==> src/logic/pic_defines.svh <==
`ifndef PIC_DEFINES_SVH
`define PIC_DEFINES_SVH

`define PIC_OFS_SYS 8'h00
`define PIC_OFS_SENSE 8'h04
`define PIC_OFS_ENABLE 8'h08
`define PIC_OFS_FLAG 8'h0c
`define PIC_OFS_LVL_EXT 8'h10
`define PIC_OFS_LVL_PER 8'h14
`define PIC_OFS_STATUS 8'h18

`define PIC_SYS_EDGE_BIT 0
`define PIC_SYS_MODE_BIT 1

`define PIC_EXT_LINES 8
`define PIC_EXT_GROUPS 5
`define PIC_LVL_W 3

`define PIC_SENSE_LOW 2'h0
`define PIC_SENSE_FALL 2'h1
`define PIC_SENSE_RISE 2'h2
`define PIC_SENSE_BOTH 2'h3

`define PIC_VEC_NMI 16'h001c
`define PIC_VEC_EXT_BASE 16'h0040
`define PIC_VEC_PER_BASE 16'h0064
`define PIC_VEC_SHIFT 2

`define PIC_LVL_NMI 3'h7
`define PIC_PIN_IDLE 1'b1

`endif

==> src/logic/pic_pkg.sv <==
`include "pic_defines.svh"

package pic_pkg;

    typedef enum logic [1:0] {
        PIC_ST_IDLE = 2'b01,
        PIC_ST_PRESENT = 2'b10
    } pic_state_t;

    typedef logic [`PIC_LVL_W-1:0] pic_level_t;

    // External lines first, then peripherals, four bytes apart within each group
    function automatic logic [15:0] pic_vector(input int unsigned idx);
        if (idx < `PIC_EXT_LINES)
        begin
            return `PIC_VEC_EXT_BASE + 16'(idx << `PIC_VEC_SHIFT);
        end
        return `PIC_VEC_PER_BASE + 16'((idx - `PIC_EXT_LINES) << `PIC_VEC_SHIFT);
    endfunction

    // Lines share level fields pairwise above line 1
    function automatic int unsigned pic_ext_group(input int unsigned line);
        if (line < 2)
        begin
            return line;
        end
        return (line >> 1) + 1;
    endfunction

endpackage

==> src/logic/pic_irq_detect.sv <==
`timescale 1ns/100ps
`include "pic_defines.svh"

module pic_irq_detect
    import pic_pkg::*;
(
    input wire logic clock_i,
    input wire logic arst_n_i,
    input wire logic pin_i,
    input wire logic [1:0] sense_i,
    input wire logic clear_i,
    output logic flag_o
);

    logic s1_q;
    logic s2_q;
    logic prev_q;
    logic flag_q;
    logic flag_d;
    logic hit;

    // Idle-high reset keeps a low-level default from firing out of reset
    always_ff @(posedge clock_i or negedge arst_n_i)
    begin
        if (!arst_n_i)
        begin
            s1_q <= `PIC_PIN_IDLE;
            s2_q <= `PIC_PIN_IDLE;
            prev_q <= `PIC_PIN_IDLE;
        end
        else
        begin
            s1_q <= pin_i;
            s2_q <= s1_q;
            prev_q <= s2_q;
        end
    end

    always_comb
    begin
        case (sense_i)
            `PIC_SENSE_LOW: hit = !s2_q;
            `PIC_SENSE_FALL: hit = prev_q && !s2_q;
            `PIC_SENSE_RISE: hit = !prev_q && s2_q;
            default: hit = prev_q ^ s2_q;
        endcase
        // Set wins over a clear in the same cycle
        flag_d = hit || (flag_q && !clear_i);
    end

    always_ff @(posedge clock_i or negedge arst_n_i)
    begin
        if (!arst_n_i)
        begin
            flag_q <= 1'b0;
        end
        else
        begin
            flag_q <= flag_d;
        end
    end

    assign flag_o = flag_q;

    a_fall_sets: assert property (@(posedge clock_i) disable iff (!arst_n_i)
        (sense_i == `PIC_SENSE_FALL && prev_q && !s2_q) |=> flag_q)
        else $error("falling edge did not set flag");

    a_flag_holds: assert property (@(posedge clock_i) disable iff (!arst_n_i)
        (flag_q && !clear_i) |=> flag_q)
        else $error("flag dropped without a clear");

endmodule

==> src/logic/pic_arbiter.sv <==
`timescale 1ns/100ps
`include "pic_defines.svh"

module pic_arbiter
    import pic_pkg::*;
#(
    parameter int NS = 12
)
(
    input wire logic clock_i,
    input wire logic arst_n_i,
    input wire logic [NS-1:0] req_i,
    input wire logic [NS*`PIC_LVL_W-1:0] level_i,
    input wire logic by_level_i,
    output logic valid_o,
    output logic [$clog2(NS)-1:0] idx_o,
    output pic_level_t level_o
);

    // A single source would leave the index port with no bits at all
    generate
        if (NS < 2)
        begin : g_bad_ns
            $error("NS must be at least 2");
        end
    endgenerate

    // Walking down lets a lower index win every tie
    always_comb
    begin
        valid_o = 1'b0;
        idx_o = '0;
        level_o = '0;
        for (int i = NS - 1; i >= 0; i--)
        begin
            if (req_i[i] && (!by_level_i || !valid_o ||
                level_i[i*`PIC_LVL_W +: `PIC_LVL_W] >= level_o))
            begin
                valid_o = 1'b1;
                idx_o = ($clog2(NS))'(i);
                level_o = level_i[i*`PIC_LVL_W +: `PIC_LVL_W];
            end
        end
    end

    a_default_order: assert property (@(posedge clock_i) disable iff (!arst_n_i)
        (valid_o && !by_level_i) |-> ((req_i & ((NS'(1) << idx_o) - NS'(1))) == '0))
        else $error("a lower vector was passed over");

endmodule

==> src/logic/pic_ctrl.sv <==
// Our own choices: the placing of the registers and the address-and-strobe port.
`timescale 1ns/100ps
`include "pic_defines.svh"

module pic_ctrl
    import pic_pkg::*;
#(
    parameter int NP = 4
)
(
    input wire logic clock_i,
    input wire logic arst_n_i,
    input wire logic [7:0] addr_i,
    input wire logic [31:0] wr_data_i,
    input wire logic wr_en_i,
    input wire logic rd_en_i,
    output logic [31:0] rd_data_o,
    input wire logic nmi_pin_i,
    input wire logic [`PIC_EXT_LINES-1:0] external_request_lines_i,
    input wire logic [NP-1:0] periph_flag_i,
    input wire logic [NP-1:0] periph_en_i,
    input wire logic [NP-1:0] periph_dma_route_i,
    input wire logic cpu_mask_bit_i,
    input wire logic [`PIC_LVL_W-1:0] mask_level_bits_i,
    input wire logic cpu_ack_i,
    output logic irq_req_o,
    output logic irq_nmi_o,
    output logic [15:0] irq_vector_o,
    output logic [`PIC_LVL_W-1:0] irq_level_o,
    output logic [NP-1:0] dma_start_o,
    output logic wake_o
);

    localparam int EXT = `PIC_EXT_LINES;
    localparam int NS = EXT + NP;
    localparam int IW = $clog2(NS);
    localparam int LW = `PIC_LVL_W;

    generate
        if (NP < 1 || NP > 8)
        begin : g_bad_np
            $error("NP must lie between 1 and 8");
        end
    endgenerate

    logic nmi_s1_q;
    logic nmi_s2_q;
    logic nmi_prev_q;
    logic nmi_edge;

    logic edge_sel_q, edge_sel_d;
    logic mode2_q, mode2_d;
    logic [2*EXT-1:0] sense_q, sense_d;
    logic [EXT-1:0] enable_q, enable_d;
    logic [EXT-1:0] seen_q, seen_d;
    logic [`PIC_EXT_GROUPS*LW-1:0] lvl_ext_q, lvl_ext_d;
    logic [NP*LW-1:0] lvl_per_q, lvl_per_d;
    logic nmi_pend_q, nmi_pend_d;
    pic_state_t state_q, state_d;
    logic req_nmi_q, req_nmi_d;
    logic [15:0] vec_q, vec_d;
    pic_level_t lvl_q, lvl_d;
    logic [IW-1:0] idx_q, idx_d;
    logic [31:0] rd_data_q, rd_data_d;
    logic wake_q, wake_d;

    logic [EXT-1:0] flag;
    logic [EXT-1:0] sw_clr;
    logic [EXT-1:0] ack_clr;
    logic [NS-1:0] req_all;
    logic [NS*LW-1:0] lvl_flat;
    logic arb_valid;
    logic [IW-1:0] arb_idx;
    pic_level_t arb_lvl;
    logic cand_ok;
    logic ack_take;
    logic present;

    // Second stage alone reads the first; edges look only at later stages
    always_ff @(posedge clock_i or negedge arst_n_i)
    begin
        if (!arst_n_i)
        begin
            nmi_s1_q <= `PIC_PIN_IDLE;
            nmi_s2_q <= `PIC_PIN_IDLE;
            nmi_prev_q <= `PIC_PIN_IDLE;
        end
        else
        begin
            nmi_s1_q <= nmi_pin_i;
            nmi_s2_q <= nmi_s1_q;
            nmi_prev_q <= nmi_s2_q;
        end
    end

    assign nmi_edge = edge_sel_q ? (nmi_s2_q && !nmi_prev_q) : (!nmi_s2_q && nmi_prev_q);

    genvar g;
    generate
        for (g = 0; g < EXT; g++)
        begin : g_ext
            pic_irq_detect u_det (
                .clock_i(clock_i),
                .arst_n_i(arst_n_i),
                .pin_i(external_request_lines_i[g]),
                .sense_i(sense_q[2*g +: 2]),
                .clear_i(sw_clr[g] || ack_clr[g]),
                .flag_o(flag[g])
            );
            assign req_all[g] = flag[g] && enable_q[g];
            assign lvl_flat[g*LW +: LW] = lvl_ext_q[pic_ext_group(g)*LW +: LW];
            assign ack_clr[g] = ack_take && !req_nmi_q && idx_q == IW'(g) &&
                sense_q[2*g +: 2] != `PIC_SENSE_LOW;
        end
        for (g = 0; g < NP; g++)
        begin : g_per
            // Routed requests go to the transfer engine instead of the CPU
            assign req_all[EXT+g] = periph_flag_i[g] && periph_en_i[g] &&
                !periph_dma_route_i[g];
            assign dma_start_o[g] = periph_flag_i[g] && periph_en_i[g] &&
                periph_dma_route_i[g];
            assign lvl_flat[(EXT+g)*LW +: LW] = lvl_per_q[g*LW +: LW];
        end
    endgenerate

    pic_arbiter #(
        .NS(NS)
    ) u_arb (
        .clock_i(clock_i),
        .arst_n_i(arst_n_i),
        .req_i(req_all),
        .level_i(lvl_flat),
        .by_level_i(mode2_q),
        .valid_o(arb_valid),
        .idx_o(arb_idx),
        .level_o(arb_lvl)
    );

    assign present = state_q == PIC_ST_PRESENT;
    assign ack_take = cpu_ack_i && present;
    assign cand_ok = arb_valid && (mode2_q ? (arb_lvl > mask_level_bits_i)
        : !cpu_mask_bit_i);

    always_comb
    begin
        edge_sel_d = edge_sel_q;
        mode2_d = mode2_q;
        sense_d = sense_q;
        enable_d = enable_q;
        lvl_ext_d = lvl_ext_q;
        lvl_per_d = lvl_per_q;
        seen_d = seen_q;
        rd_data_d = '0;
        sw_clr = '0;
        if (wr_en_i)
        begin
            if (addr_i == `PIC_OFS_SYS)
            begin
                edge_sel_d = wr_data_i[`PIC_SYS_EDGE_BIT];
                mode2_d = wr_data_i[`PIC_SYS_MODE_BIT];
            end
            else if (addr_i == `PIC_OFS_SENSE)
            begin
                sense_d = wr_data_i[2*EXT-1:0];
            end
            else if (addr_i == `PIC_OFS_ENABLE)
            begin
                enable_d = wr_data_i[EXT-1:0];
            end
            else if (addr_i == `PIC_OFS_FLAG)
            begin
                // Only a zero over a flag already read as one clears it
                sw_clr = seen_q & ~wr_data_i[EXT-1:0];
            end
            else if (addr_i == `PIC_OFS_LVL_EXT)
            begin
                lvl_ext_d = wr_data_i[`PIC_EXT_GROUPS*LW-1:0];
            end
            else if (addr_i == `PIC_OFS_LVL_PER)
            begin
                lvl_per_d = wr_data_i[NP*LW-1:0];
            end
        end
        if (rd_en_i)
        begin
            if (addr_i == `PIC_OFS_SYS)
            begin
                rd_data_d[`PIC_SYS_EDGE_BIT] = edge_sel_q;
                rd_data_d[`PIC_SYS_MODE_BIT] = mode2_q;
            end
            else if (addr_i == `PIC_OFS_SENSE)
            begin
                rd_data_d[2*EXT-1:0] = sense_q;
            end
            else if (addr_i == `PIC_OFS_ENABLE)
            begin
                rd_data_d[EXT-1:0] = enable_q;
            end
            else if (addr_i == `PIC_OFS_FLAG)
            begin
                rd_data_d[EXT-1:0] = flag;
                seen_d = seen_q | flag;
            end
            else if (addr_i == `PIC_OFS_LVL_EXT)
            begin
                rd_data_d[`PIC_EXT_GROUPS*LW-1:0] = lvl_ext_q;
            end
            else if (addr_i == `PIC_OFS_LVL_PER)
            begin
                rd_data_d[NP*LW-1:0] = lvl_per_q;
            end
            else if (addr_i == `PIC_OFS_STATUS)
            begin
                rd_data_d = {8'h00, nmi_pend_q, mode2_q, present, req_nmi_q,
                    1'b0, lvl_q, vec_q};
            end
        end
        seen_d = seen_d & ~sw_clr;
        // Edge arriving with the retirement still leaves the request pending
        nmi_pend_d = nmi_edge || (nmi_pend_q && !(ack_take && req_nmi_q));
        wake_d = nmi_pend_q || |(flag & enable_q);
    end

    always_comb
    begin
        state_d = state_q;
        req_nmi_d = req_nmi_q;
        vec_d = vec_q;
        lvl_d = lvl_q;
        idx_d = idx_q;
        case (state_q)
            PIC_ST_IDLE:
            begin
                if (nmi_pend_q || cand_ok)
                begin
                    state_d = PIC_ST_PRESENT;
                end
            end
            PIC_ST_PRESENT:
            begin
                // One idle cycle after retirement lets flags and the CPU mask settle
                if (ack_take || !(nmi_pend_q || cand_ok))
                begin
                    state_d = PIC_ST_IDLE;
                end
            end
            default:
            begin
                state_d = PIC_ST_IDLE;
            end
        endcase
        if (state_d == PIC_ST_PRESENT)
        begin
            req_nmi_d = nmi_pend_q;
            idx_d = arb_idx;
            vec_d = nmi_pend_q ? `PIC_VEC_NMI : pic_vector(arb_idx);
            lvl_d = nmi_pend_q ? `PIC_LVL_NMI : arb_lvl;
        end
        else
        begin
            req_nmi_d = 1'b0;
        end
    end

    always_ff @(posedge clock_i or negedge arst_n_i)
    begin
        if (!arst_n_i)
        begin
            edge_sel_q <= 1'b0;
            mode2_q <= 1'b0;
            sense_q <= '0;
            enable_q <= '0;
            seen_q <= '0;
            lvl_ext_q <= '0;
            lvl_per_q <= '0;
            nmi_pend_q <= 1'b0;
            state_q <= PIC_ST_IDLE;
            req_nmi_q <= 1'b0;
            vec_q <= '0;
            lvl_q <= '0;
            idx_q <= '0;
            rd_data_q <= '0;
            wake_q <= 1'b0;
        end
        else
        begin
            edge_sel_q <= edge_sel_d;
            mode2_q <= mode2_d;
            sense_q <= sense_d;
            enable_q <= enable_d;
            seen_q <= seen_d;
            lvl_ext_q <= lvl_ext_d;
            lvl_per_q <= lvl_per_d;
            nmi_pend_q <= nmi_pend_d;
            state_q <= state_d;
            req_nmi_q <= req_nmi_d;
            vec_q <= vec_d;
            lvl_q <= lvl_d;
            idx_q <= idx_d;
            rd_data_q <= rd_data_d;
            wake_q <= wake_d;
        end
    end

    assign rd_data_o = rd_data_q;
    assign irq_req_o = present;
    assign irq_nmi_o = req_nmi_q;
    assign irq_vector_o = vec_q;
    assign irq_level_o = lvl_q;
    assign wake_o = wake_q;

    a_nmi_first: assert property (@(posedge clock_i) disable iff (!arst_n_i)
        (nmi_pend_q && !present) |=> (irq_req_o && irq_nmi_o))
        else $error("pending non-maskable request not presented");

    a_nmi_edge: assert property (@(posedge clock_i) disable iff (!arst_n_i)
        (edge_sel_q && nmi_s2_q && !nmi_prev_q) |=> nmi_pend_q)
        else $error("rising non-maskable edge missed");

    a_mode0_mask: assert property (@(posedge clock_i) disable iff (!arst_n_i)
        (!mode2_q && cpu_mask_bit_i && !nmi_pend_q) |=> !irq_req_o)
        else $error("masked request presented in mode 0");

    a_mode2_level: assert property (@(posedge clock_i) disable iff (!arst_n_i)
        (irq_req_o && !irq_nmi_o && $past(mode2_q)) |->
        (irq_level_o > $past(mask_level_bits_i)))
        else $error("request at or below mask level presented");

    a_nmi_vector: assert property (@(posedge clock_i) disable iff (!arst_n_i)
        irq_nmi_o |-> (irq_vector_o == `PIC_VEC_NMI && irq_level_o == `PIC_LVL_NMI))
        else $error("wrong non-maskable vector or level");

    a_enable_gate: assert property (@(posedge clock_i) disable iff (!arst_n_i)
        (irq_req_o && !irq_nmi_o && idx_q < IW'(EXT)) |->
        ((($past(enable_q) >> idx_q[2:0]) & EXT'(1)) != '0))
        else $error("disabled external line presented");

endmodule

==> config.mk <==
export PLATFORM = sky130hd
export DESIGN_NAME = pic_ctrl
export DESIGN_NICKNAME = d
export VERILOG_FILES = /design/src/logic/pic_pkg.sv /design/src/logic/pic_irq_detect.sv /design/src/logic/pic_arbiter.sv /design/src/logic/pic_ctrl.sv
export VERILOG_INCLUDE_DIRS = /design/src /design/src/logic
export SDC_FILE = /design/constraint.sdc
export NUM_CORES = 1
export LEC_CHECK = 0
export BUFFER_PORTS_ARGS = -buffer_cell sky130_fd_sc_hd__buf_4
export CAP_MARGIN = 30
export CORE_ASPECT_RATIO = 1.4
export CORE_MARGIN = 1.5
export CORE_UTILIZATION = 55
export DETAILED_ROUTE_END_ITERATION = 12
export GPL_TIMING_DRIVEN = 0
export PLACE_DENSITY = 0.78
export REMOVE_ABC_BUFFERS = 1
export SLEW_MARGIN = 20
export SYNTH_ARGS = -nofsm -noshare
export SYNTH_HDL_FRONTEND = slang
export SYNTH_SLANG_ARGS = --single-unit
==> constraint.sdc <==
create_clock -name clock_i -period 45.8 [get_ports clock_i]
set_clock_uncertainty 0.15 [all_clocks]
set_input_delay 2.29 -clock clock_i [delete_from_list [all_inputs] [get_ports clock_i]]
set_output_delay 2.29 -clock clock_i [all_outputs]
set_load 0.03 [all_outputs]
Yosys cells after proc, flatten, opt, wreduce, memory -nomap -nowiden:

Index checks and enable logic that the tools add are counted.

* logic and storage cells: 400
* output and inout port bits: 58
* bits of input ports: 70
* register bits after elaboration: 156

* reductions and logical operators: 190
* multiplexer cells: 93
* magnitude comparators: 13
* bitwise logic cells: 19
* $add $sub $neg: 3
* eq/ne operators: 32

Operators by type and width (count)
* $mux 32: 8
* $mux 20: 7
* $mux 8: 12
* $mux 16: 5
* $logic_and 1x1->1: 78
* $mux 24: 3
* $mux 4: 12
* $logic_not 1->1: 46
* $logic_or 1x1->1: 42
* $mux 3: 13
* $ge 3x3->1: 11
* $mux 30: 1
* $and 8x8->8: 3
* $eq 8x5->1 const B: 3
* $pmux 1 s3: 8
* $eq 2x2->1 const B: 10
* $eq 2x1->1 const B: 9
* $mux 1: 17
* $mux 17: 1
* $eq 4x3->1 const B: 4
* $eq 8x4->1 const B: 2
* $logic_not 2->1: 8
* $not 8->8: 2
* $reduce_bool 2->1: 8
* other kinds (23): 37

Depth between registers and ports, before layout:

Gate-level depths: netlist of run 1.

* depth in word-level cells: 70
* mapped depth: 91
* mapped depth without buffers: 86

By module:

Synthesis of run 1 repeated with hierarchy kept, for this count alone.

* cell total of the unflattened synthesis: 841
* area total of the unflattened synthesis: 8471.9 um2

Modules (own cells, without submodules)
* pic_ctrl: area an instance 5185.0 um2, sequential area each 2632.5 um2, times used 1, cells an instance 477
* pic_arbiter: area an instance 1895.6 um2, sequential area each 0.0 um2, times used 1, cells an instance 268
* pic_irq_detect: area an instance 173.9 um2, sequential area each 103.8 um2, times used 8, cells an instance 12

Worst setup path after synthesis of run 1:

OpenSTA, ideal clock, no wires.

* kind: input-to-reg
* start: in periph_flag_i[3]
* end: reg vec_q[3], in the netlist irq_vector_o[3]
* buffers on the path: 5
* arrival time: 18.408 ns
* data required time: 45.524 ns
* path slack: 27.116 ns
* library setup time: 0.126 ns
* cell stages on the path: 90
* cell sequence: and3b_1 buf_2 and2_1 ha_1 nor2b_1 o2111ai_1 and2_1 mux2_2 ha_1 nand2b_1 maj3_1 maj3_1 nor2_1 nor2_1 mux2_2 ha_1 nand2b_1 o21ai_0 [54 not listed] nand2b_1 a21o_1 a211oi_1 a21oi_1 clkbuf_1 nand2_1 o21ai_1 ha_1 a21o_1 a21oi_1 a31oi_1 a211oi_1 nor2_1 o21a_1 o221ai_2 buf_2 nor2_1 a221o_1

* word-level cells in the longest chain between the ends: 67
* elaborated cells on any way between the ends: 112
* those cells by class: 3 x add/sub; 13 x order compare; 1 x eq/ne; 45 x mux; 50 x reduce/logical

RTL lines
* from (decl): RTL line pic_ctrl.sv:20 `input wire logic [NP-1:0] periph_flag_i,`
* $logic_and 1x1->1 * (2 in series): RTL line pic_ctrl.sv:118 `assign req_all[EXT+g] = periph_flag_i[g] && periph_en_i[g] &&`
* branches (longest 65 deep; another with $ge 3x3->1)
* to (signal assigned): RTL line pic_ctrl.sv:297 `vec_q <= vec_d;`
* to (decl): RTL line pic_ctrl.sv:61 `logic [15:0] vec_q, vec_d;`

Every way passes the cells marked *. The select of a mux whose other input is x is not followed.
A chain may end at the register's enable or synchronous reset.

Worst setup path after layout of run 1:

* start: in periph_dma_route_i[3]
* end: reg vec_q[3], in the netlist irq_vector_o[3]

* word-level cells in the longest chain between the ends: 67
* elaborated cells on any way between the ends: 112
* those cells by class: 3 x add/sub; 13 x order compare; 1 x eq/ne; 45 x mux; 50 x reduce/logical

RTL lines
* from (decl): RTL line pic_ctrl.sv:22 `input wire logic [NP-1:0] periph_dma_route_i,`
* $logic_not 1->1 *: RTL line pic_ctrl.sv:119 `!periph_dma_route_i[g];`
* $logic_and 1x1->1 *: RTL line pic_ctrl.sv:118
* branches (longest 65 deep; another with $ge 3x3->1)

Marks and branches as above.

==> results of run 1 <==
[cell usage in the layout (no fill, tap or decap), types with 5 or more instances in the layout]
| cell type | instances |
|---|---|
| nand3_1 | 23 |
| mux2i_1 | 20 |
| ha_1 | 37 |
| and3_1 | 14 |
| nor2b_1 | 16 |
| mux2_2 | 52 |
| buf_4 | 91 |
| o21ai_0 | 46 |
| nand2_1 | 78 |
| nand4_1 | 8 |
| nor2_1 | 67 |
| a22o_1 | 6 |
| nor3_1 | 18 |
| conb_1 | 19 |
| o21ai_1 | 7 |
| inv_1 | 60 |
| clkbuf_16 | 17 |
| o211ai_1 | 12 |
| o211a_1 | 5 |
| a31oi_1 | 11 |
| o22ai_1 | 6 |
| nand2b_1 | 12 |
| a211oi_1 | 5 |
| dfstp_2 | 28 |
| a21o_1 | 9 |
| o21bai_1 | 5 |
| dfrtp_1 | 109 |
| and2_1 | 18 |
| a22oi_1 | 12 |
| a221oi_1 | 8 |
| a21oi_1 | 40 |
[stage by stage]
stage,cells,hold slack (ns)
final,1168,0.206
after floorplan,846,0.195
after CTS,1166,0.207
after global routing,1168,0.210
after detailed placement,1134,0.198
after global placement,1130,0.195
[critical path, delay by kind of cell]
kind | cells | cell delay, ns
compound gates | 30 | 6.64
fa+ha+maj | 14 | 4.13
buf+inv | 7 | 0.65
mux | 8 | 2.92
simple gates | 27 | 4.10
[routing by layer]
layer | part of all wire, % | up-vias | wire, um | track usage (%)
met5 | 0 | - | 0 | 0
met4 | 3.2 | 0 | 712 | 11.5
met3 | 5.9 | 60 | 1310 | 4.28
met2 | 51 | 306 | 11400 | 49.0
met1 | 40 | 3479 | 8820 | 35.7
li1 | - | 3327 | - | -
[logic make-up (layout without fill, tap and decap cells)]
| kind of cell | after synthesis | after routing | synth area share (%) |
|---|---|---|---|
| buffers and inverters | 113 | 190 | 6.02 |
| AOI/OAI and AO/OA | 232 | 232 | 20.2 |
| xor gates and xnor gates | 4 | 4 | 0.419 |
| muxes | 72 | 72 | 9.39 |
| adders and majority gates | 39 | 39 | 5.77 |
| and+or+nand+nor | 283 | 283 | 16.8 |
| other | 1 | 19 | 0.0448 |
| DFF | 137 | 137 | 41.4 |
[final cells by class]
class / instances / area share, %
clock inverters: 14 / 1.75
well taps: 192 / 2.45
repair buffers: 98 / 8.04
clock buffers: 18 / 4.38
multi-input cells: 649 / 45.7
inverters: 60 / 2.30
flip-flops and latches: 137 / 35.4
[worst min path at each step]
| stage | from | endpoint | slack, ns | cells past startpoint |
|---|---|---|---|---|
| global placement | nmi_s1_q$_DFF_PN1_ | nmi_s2_q$_DFF_PN1_ | 0.20 | 0 |
| floorplan | g_ext[0].u_det.s1_q$_DFF_PN1_ | g_ext[0].u_det.s2_q$_DFF_PN1_ | 0.20 | 0 |
| finish | g_ext[2].u_det.s1_q$_DFF_PN1_ | g_ext[2].u_det.s2_q$_DFF_PN1_ | 0.21 | 0 |
| CTS | g_ext[1].u_det.s1_q$_DFF_PN1_ | g_ext[1].u_det.s2_q$_DFF_PN1_ | 0.21 | 0 |
| global route | g_ext[3].u_det.s1_q$_DFF_PN1_ | g_ext[3].u_det.s2_q$_DFF_PN1_ | 0.21 | 0 |
| detailed placement | g_ext[1].u_det.s1_q$_DFF_PN1_ | g_ext[1].u_det.s2_q$_DFF_PN1_ | 0.20 | 0 |
[state kept, by name (all words and copies together) (netlist names), 2 cells and up]
register,cells
enable_q,8
g_ext.u_det.flag_o,8
g_ext.u_det.prev_q,8
g_ext.u_det.s1_q,8
g_ext.u_det.s2_q,8
idx_q,4
irq_level_o,3
irq_vector_o,6
lvl_ext_q,15
lvl_per_q,12
rd_data_o,23
seen_q,8
sense_q,16
state_q,2
[report_power, final]
group	switching [mW]	internal (mW)	leakage, nW
clock network	0.0543	0.0860	0.287
logic	0.0595	0.0388	2.68
registers	0.0123	0.133	1.67
==> impl_results.md, run 1 <==
* Main synth FF type: dfrtp_1
* RSZ-0062 raised after global routing: no
* Area of the multi-input gates at 0.00448 mm^2
* NumNets Final at ~1100
* Fill cells at 1210
* Post-route ant nets at 0
* Clk slew on worst S/H paths at roughly 0.06 ns
* Drt pass-1 iters at 8
* Critical Path Start: periph_dma_route_i[3]
* Chip height at about 150 um
* Synth Register Bits at 137
* Static Leak at between 4 and 5 nW
* Pre-CTS setup slack at about 25 ns
* Root Buffer: clkbuf_16
* First-pass GRT wire length at 35100 um
* Via count at between 7000 and 8000
* Largest net degree at the start of global routing at 92
* Top-area cell type share of the netlist area at 32.6%
* Register-to-Register Path Depth at 84
* Clock network latency to the later pin of the worst-skew pair at 0.42 ns
* Worst EP arrival at approximately 21 ns
* Seq. cell area at ~0.0035 mm^2
* N_diodes at 0
* Total power at between 0.3 and 0.4 mW
* Post-Layout Inst Area at 0.00979 mm^2
* DIE AREA at 0.0160 mm^2
* Syn Inst Count at 881
* Aggregate global-route resource usage at 28.5%
* Mapped cell area at around 0.0084 mm^2
* CP endpoint: irq_vector_o[3]$_DFFE_PN0N_
* Req. time, crit path at approximately 46 ns
* Post-CTS setup buffer count at 0
* Post-layout min period at a little over 20 ns
* CORE AREA at between 0.01 and 0.015 mm^2
* Worst min path class: reg -> reg
* Post-DP HPWL at between 15000 and 20000 um
* Status: finished, final reports clean
* Via density at around 6.1
* Slowest stage cell, crit path: a21oi_1
* Pwr Density at between 30 and 40 mW/mm^2
* Area of placed instances at about 0.0092 mm^2
* Share of layout cells above drive strength 1 at between 20% and 30%
* Seq/Total Area, Yosys at about two fifths
* Post-synth EDFFs at 0
* Worst r2r src: lvl_per_q[9]$_DFFE_PN0P_
* TritonCTS clock tree: built
* Synthesized area per cell at 9.50 um^2
* Post-synth cell types at 86
* CTS H-tree lvls at 4
* Critical path type: in -> reg
* Fin crit share at roughly 45%
* Clock Path Buffers at 2
* Top cells by area, synth: dfrtp_1, dfstp_2, mux2_2, ha_1, nand2_1
* Max transition margin at between 40 and 50%
* RePlAce Congestion at 0.947
* Initial antenna violation count at 0
* Layout Utilization at ~66%
* Delay of the slowest critical-path stage at about 0.70 ns
* CTS Buf Count at 17
* Max Cap Viol at 0
* Cell mode on critical path: ha_1
* DRT iter0 DRCs at ~600
* Fin. Hold Viols at 0
* Least-Margin Pin Slew at about 0.86 ns
* Port bufs at between 90 and 100
* CP Capture Type: flip-flop
* Layout area overhead at 17.0%
* Total negative slack at 0 ns
* Cts hold-fix bufs at 0
* Vias in the first global route at a little under 7000
* Total gr overflow at 0
* Routed len/inst at ~19 um
* CTS Sinks at between 100 and 150
* Worst setup margin at approximately 25 ns
* Final setup fails at 0
* Top-count cell post-synth: dfrtp_1
* Ys async rst share at 100%
* Critical path launch point type: primary input
* Initial Util at ~56%
* Max Fclk at between 0.04 and 0.05 GHz
* Critical path peak fanout at 18
* Worst IR Drop VDD at roughly 37 uV
* Yosys warning count at 0
* Post-cts sizing count at 0
* Die X at between 100 and 150 um
* R2r setup slk at about 27 ns
* Post-Route WL at 22200 um
* Top post-synthesis cells by count: dfrtp_1, nand2_1, nor2_1
* Post-synth top area cell: dfrtp_1
* Slew Viols, Final at 0
* Rows at 53
* Drt drc at 0
* Worst R2R End: irq_vector_o[3]$_DFFE_PN0N_
* Boundary Pins at 128
(Power assumes the default switching activity.)
==> run 2: changes to the inputs <==
ABC_AREA = 1   (was not set)
CORE_UTILIZATION = 52   (was 55)
PLACE_DENSITY = 0.77   (was 0.78)
clock period = 17.14 ns   (was 45.8 ns; I/O delays follow)
==> impl_results.md, run 2 <==
* Compound-Gate Fraction of Synth Area at 14.3% (-5.9 points)
* Multiplexer area fraction after synthesis at 0% (-9.4 points)
* Commonest non-fill, non-tap cell in the layout: nand2_1
* RSZ-0062 raised after global routing: no
* Critical path type: in -> reg
* Met2 Use GR at 47.8% (-1.2 points)
* Global route hottest layer: met2
* Rows at 54 (+1.9%)
* Post-CTS setup buffer count at 0 (unchanged)
* Main synth FF type: dfrtp_1
* WHS at 0.202 ns (-0.00392 ns)
* Total power at 1.00 mW (+160%)
* Largest register FFs at 23 (unchanged)
* TritonCTS clock tree: built
* M3 GR Usage at 4.78% (+0.49 points)
* N_diodes at 0 (unchanged)
* Post-synth cell types at 45 (-48%)
* Cts hold-fix bufs at 0 (unchanged)
* CP Capture Type: flip-flop
* Cell mode on critical path: nand2_1
* Clock share of power at 38.9% (+2.3 points)
* Post-cts sizing count at 0 (unchanged)
* Post-Route WL at 21500 um (-3.2%)
* Max Fclk at about 0.074 GHz
* Die X at 109 um (+1.6%)
* Met1 usage at 32.3% (-3.4 points)
* Worst R2R End: idx_q[3]$_DFFE_PN0N_
* Post-route ant nets at 0 (unchanged)
* CORE AREA at 0.0155 mm^2 (+3.7%)
* Static Leak at 4.83 nW (+4.4%)
* Aggregate global-route resource usage at 27.5% (-0.97 points)
* Mapped cell area at 0.00818 mm^2 (-2.2%)
* Synthesized area per cell at 7.99 um^2 (-16%)
* Post-synth EDFFs at 0 (unchanged)
* Largest net degree at the start of global routing at 79 (-14%)
* Largest family of logic cells by synthesized area: simple AND/OR/NAND/NOR gates
* Layout area overhead at 17.7%
* Critical path peak fanout at 14 (-4)
* Slowest stage cell, crit path: o21ai_0
* Port bufs at 92 (unchanged)
* Fin. Hold Viols at 0 (unchanged)
* Post-layout min period at approximately 14 ns
* Vias in the first global route at 7147 (+4.1%)
* CTS Buf Count at 17 (unchanged)
* Routed len/inst at 16.3 um (-14%)
* Total negative slack at 0 ns (unchanged)
* Highest-count cells in the layout ignoring fill and taps: nand2_1, inv_1, dfrtp_1
* Hold Path Stages at 0 (unchanged)
* Initial antenna violation count at 0 (unchanged)
* Clk slew on worst S/H paths at 0.06 ns (about the same)
* Slew Viols, Final at 0 (unchanged)
* Least-Margin Pin Slew at 0.893 ns (+0.0367 ns)
* Int Pwr at 0.671 mW (+160%)
* Drt drc at 0 (unchanged)
* NetSw at 0.328 mW (+160%)
* Via density at 5.49 (-11%)
* DRT iter0 DRCs at 419 (-28%)
* Critical path launch point type: primary input
* R2r setup slk at 4.03 ns (-23.15 ns)
* Drt pass-1 iters at 5 (-3)
* DIE AREA at 0.0165 mm^2 (+3.3%)
* Worst min path class: reg -> reg
* Worst setup margin at 3.60 ns (-21.60 ns)
* Top cells by area, synth: dfrtp_1, nand2_1, dfstp_2, inv_1, o21ai_0
* Yosys warning count at 0 (unchanged)
* Sw Ratio at 32.8% (-0.037 points)
* Initial Util at 52.9% (-3.2 points)
* RePlAce Congestion at 0.924 (-2.5%)
* Top-area cell type share of the netlist area at 33.3% (+0.74 points)
* Ys async rst share at 100% (unchanged)
* Worst hold endpoint: g_ext[3].u_det.s2_q$_DFF_PN1_
* Register-to-Register Path Depth at 101 (+20%)
* Share of layout cells above drive strength 1 at 20.7% (-3.1 points)
* Worst IR Drop VDD at 106 uV (+190%)
* Fin crit share at 79.0%
* Top post-synthesis cells by count: nand2_1, inv_1, dfrtp_1
* Delay of the slowest critical-path stage at 0.42 ns (-0.28 ns)
* Flop pwr share at 38.4% (+0.6 points)
* Post-DP HPWL at 16100 um (-2.3%)
* Post-synth top area cell: dfrtp_1
* Seq. cell area at 0.00346 mm^2 (unchanged)
* Status: finished, final reports clean
* Layout Utilization at 62.3% (-3.4 points)
* Worst r2r src: lvl_per_q[11]$_DFFE_PN0P_
* Worst EP arrival at 13.70 ns (-7.04 ns)
* Synth Area in Adders at 5.66% (-0.11 points)
* Synth Register Bits at 137 (unchanged)
* Pre-CTS setup slack at 3.13 ns (-21.89 ns)
* CTS H-tree lvls at 4 (unchanged)
* Top-count cell post-synth: nand2_1
* Area of the multi-input gates at 0.00390 mm^2 (-13%)
* Pwr Density at 104 mW/mm^2 (+170%)
* Max transition margin at 40.4% (-2.5 points)
* Boundary Pins at 128 (unchanged)
* Max Cap Viol at 0 (unchanged)
* Chip height at 151 um (+1.7%)
* XOR/XNOR Fraction of Synth Area at 0% (-0.42 points)
* Worst hold start: g_ext[3].u_det.s1_q$_DFF_PN1_
* Via count at 7266 (+1.3%)
* Final setup fails at 0 (unchanged)
* Root Buffer: clkbuf_16
* Clock Path Buffers at 2 (unchanged)
* Clock network latency to the later pin of the worst-skew pair at 0.43 ns (about the same)
* Total gr overflow at 0 (unchanged)
* Fill cells at 1329 (+9.8%)
* Req. time, crit path at 17.30 ns (-28.65 ns)
* NumNets Final at 1221 (+14%)
* CTS Sinks at 137 (unchanged)
* First-pass GRT wire length at 34600 um (-1.6%)
* Syn Inst Count at 1024 (+16%)
* Post-Synth Simple-Gate Area at 26.8% (+10 points)
* Combinational share of power at 22.7% (-2.9 points)
* Seq/Total Area, Yosys at 42.3% (+0.94 points)
## run 2: worst max path at each step
| stage | startpoint | to | slack, ns | cells after the start |
|---|---|---|---|---|
| after floorplan | periph_flag_i[3] | idx_q[3]$_DFFE_PN0N_ | 5.16 | 102 |
| after global routing | periph_flag_i[3] | idx_q[3]$_DFFE_PN0N_ | 2.20 | 106 |
| after CTS | periph_flag_i[3] | idx_q[3]$_DFFE_PN0N_ | 3.53 | 104 |
| final | periph_flag_i[3] | idx_q[3]$_DFFE_PN0N_ | 3.60 | 104 |
| after global placement | periph_flag_i[3] | irq_level_o[2]$_DFFE_PN0N_ | 3.26 | 102 |
| after detailed placement | periph_flag_i[3] | idx_q[3]$_DFFE_PN0N_ | 3.13 | 102 |
## run 2: per-stage QoR
step | std cells | cell area (um^2)
global placement | 1288 | 8920
floorplan | 1000 | 7990
CTS | 1322 | 9620
detailed placement | 1290 | 8980
global route | 1323 | 9630
finish | 1323 | 9630
## run 2: power groups by stage
stage | Combinational, mW | Sequential [mW] | Clock, mW
3_3_place_gp | 0.218 | 0.388 | 0
5_1_grt | 0.253 | 0.387 | 0.408
4_1_cts | 0.227 | 0.383 | 0.393
2_1_floorplan | 0.134 | 0.400 | 0
3_5_place_dp | 0.225 | 0.388 | 0
6_report | 0.227 | 0.384 | 0.389
## run 2: cells by family (layout without fill, tap and decap cells)
group                    after synthesis  count (layout)
AND/OR/NAND/NOR                      437             437
buffers and inverters                210             295
AO/OA/AOI/OAI                        202             202
flip-flops                           137             137
adder cells (fa/ha/maj)               37              37
other                                  1              19
## run 2: layout make-up
type | count | share of cell area, %
Timing Repair Buffer | 95 | 7.85
Tap cell | 196 | 2.55
Inverter | 168 | 6.55
Clock buffer | 22 | 5.26
Sequential cell | 137 | 36.0
Clock inverter | 10 | 1.35
Multi-Input combinational cell | 695 | 40.5
## run 2: per-layer routing
layer  part of all wire (%)  routed length (um)
met1                     39                8360
met2                     52               11100
met3                    5.3                1140
met4                    4.2                 906
met5                      0                   0
## run 2: critical path: cells and delay by family
family | cells | cell delay, ns
adder cells (fa/ha/maj) | 12 | 3.50
AO/OA/AOI/OAI | 15 | 2.96
buffers and inverters | 14 | 0.80
AND/OR/NAND/NOR | 63 | 5.57
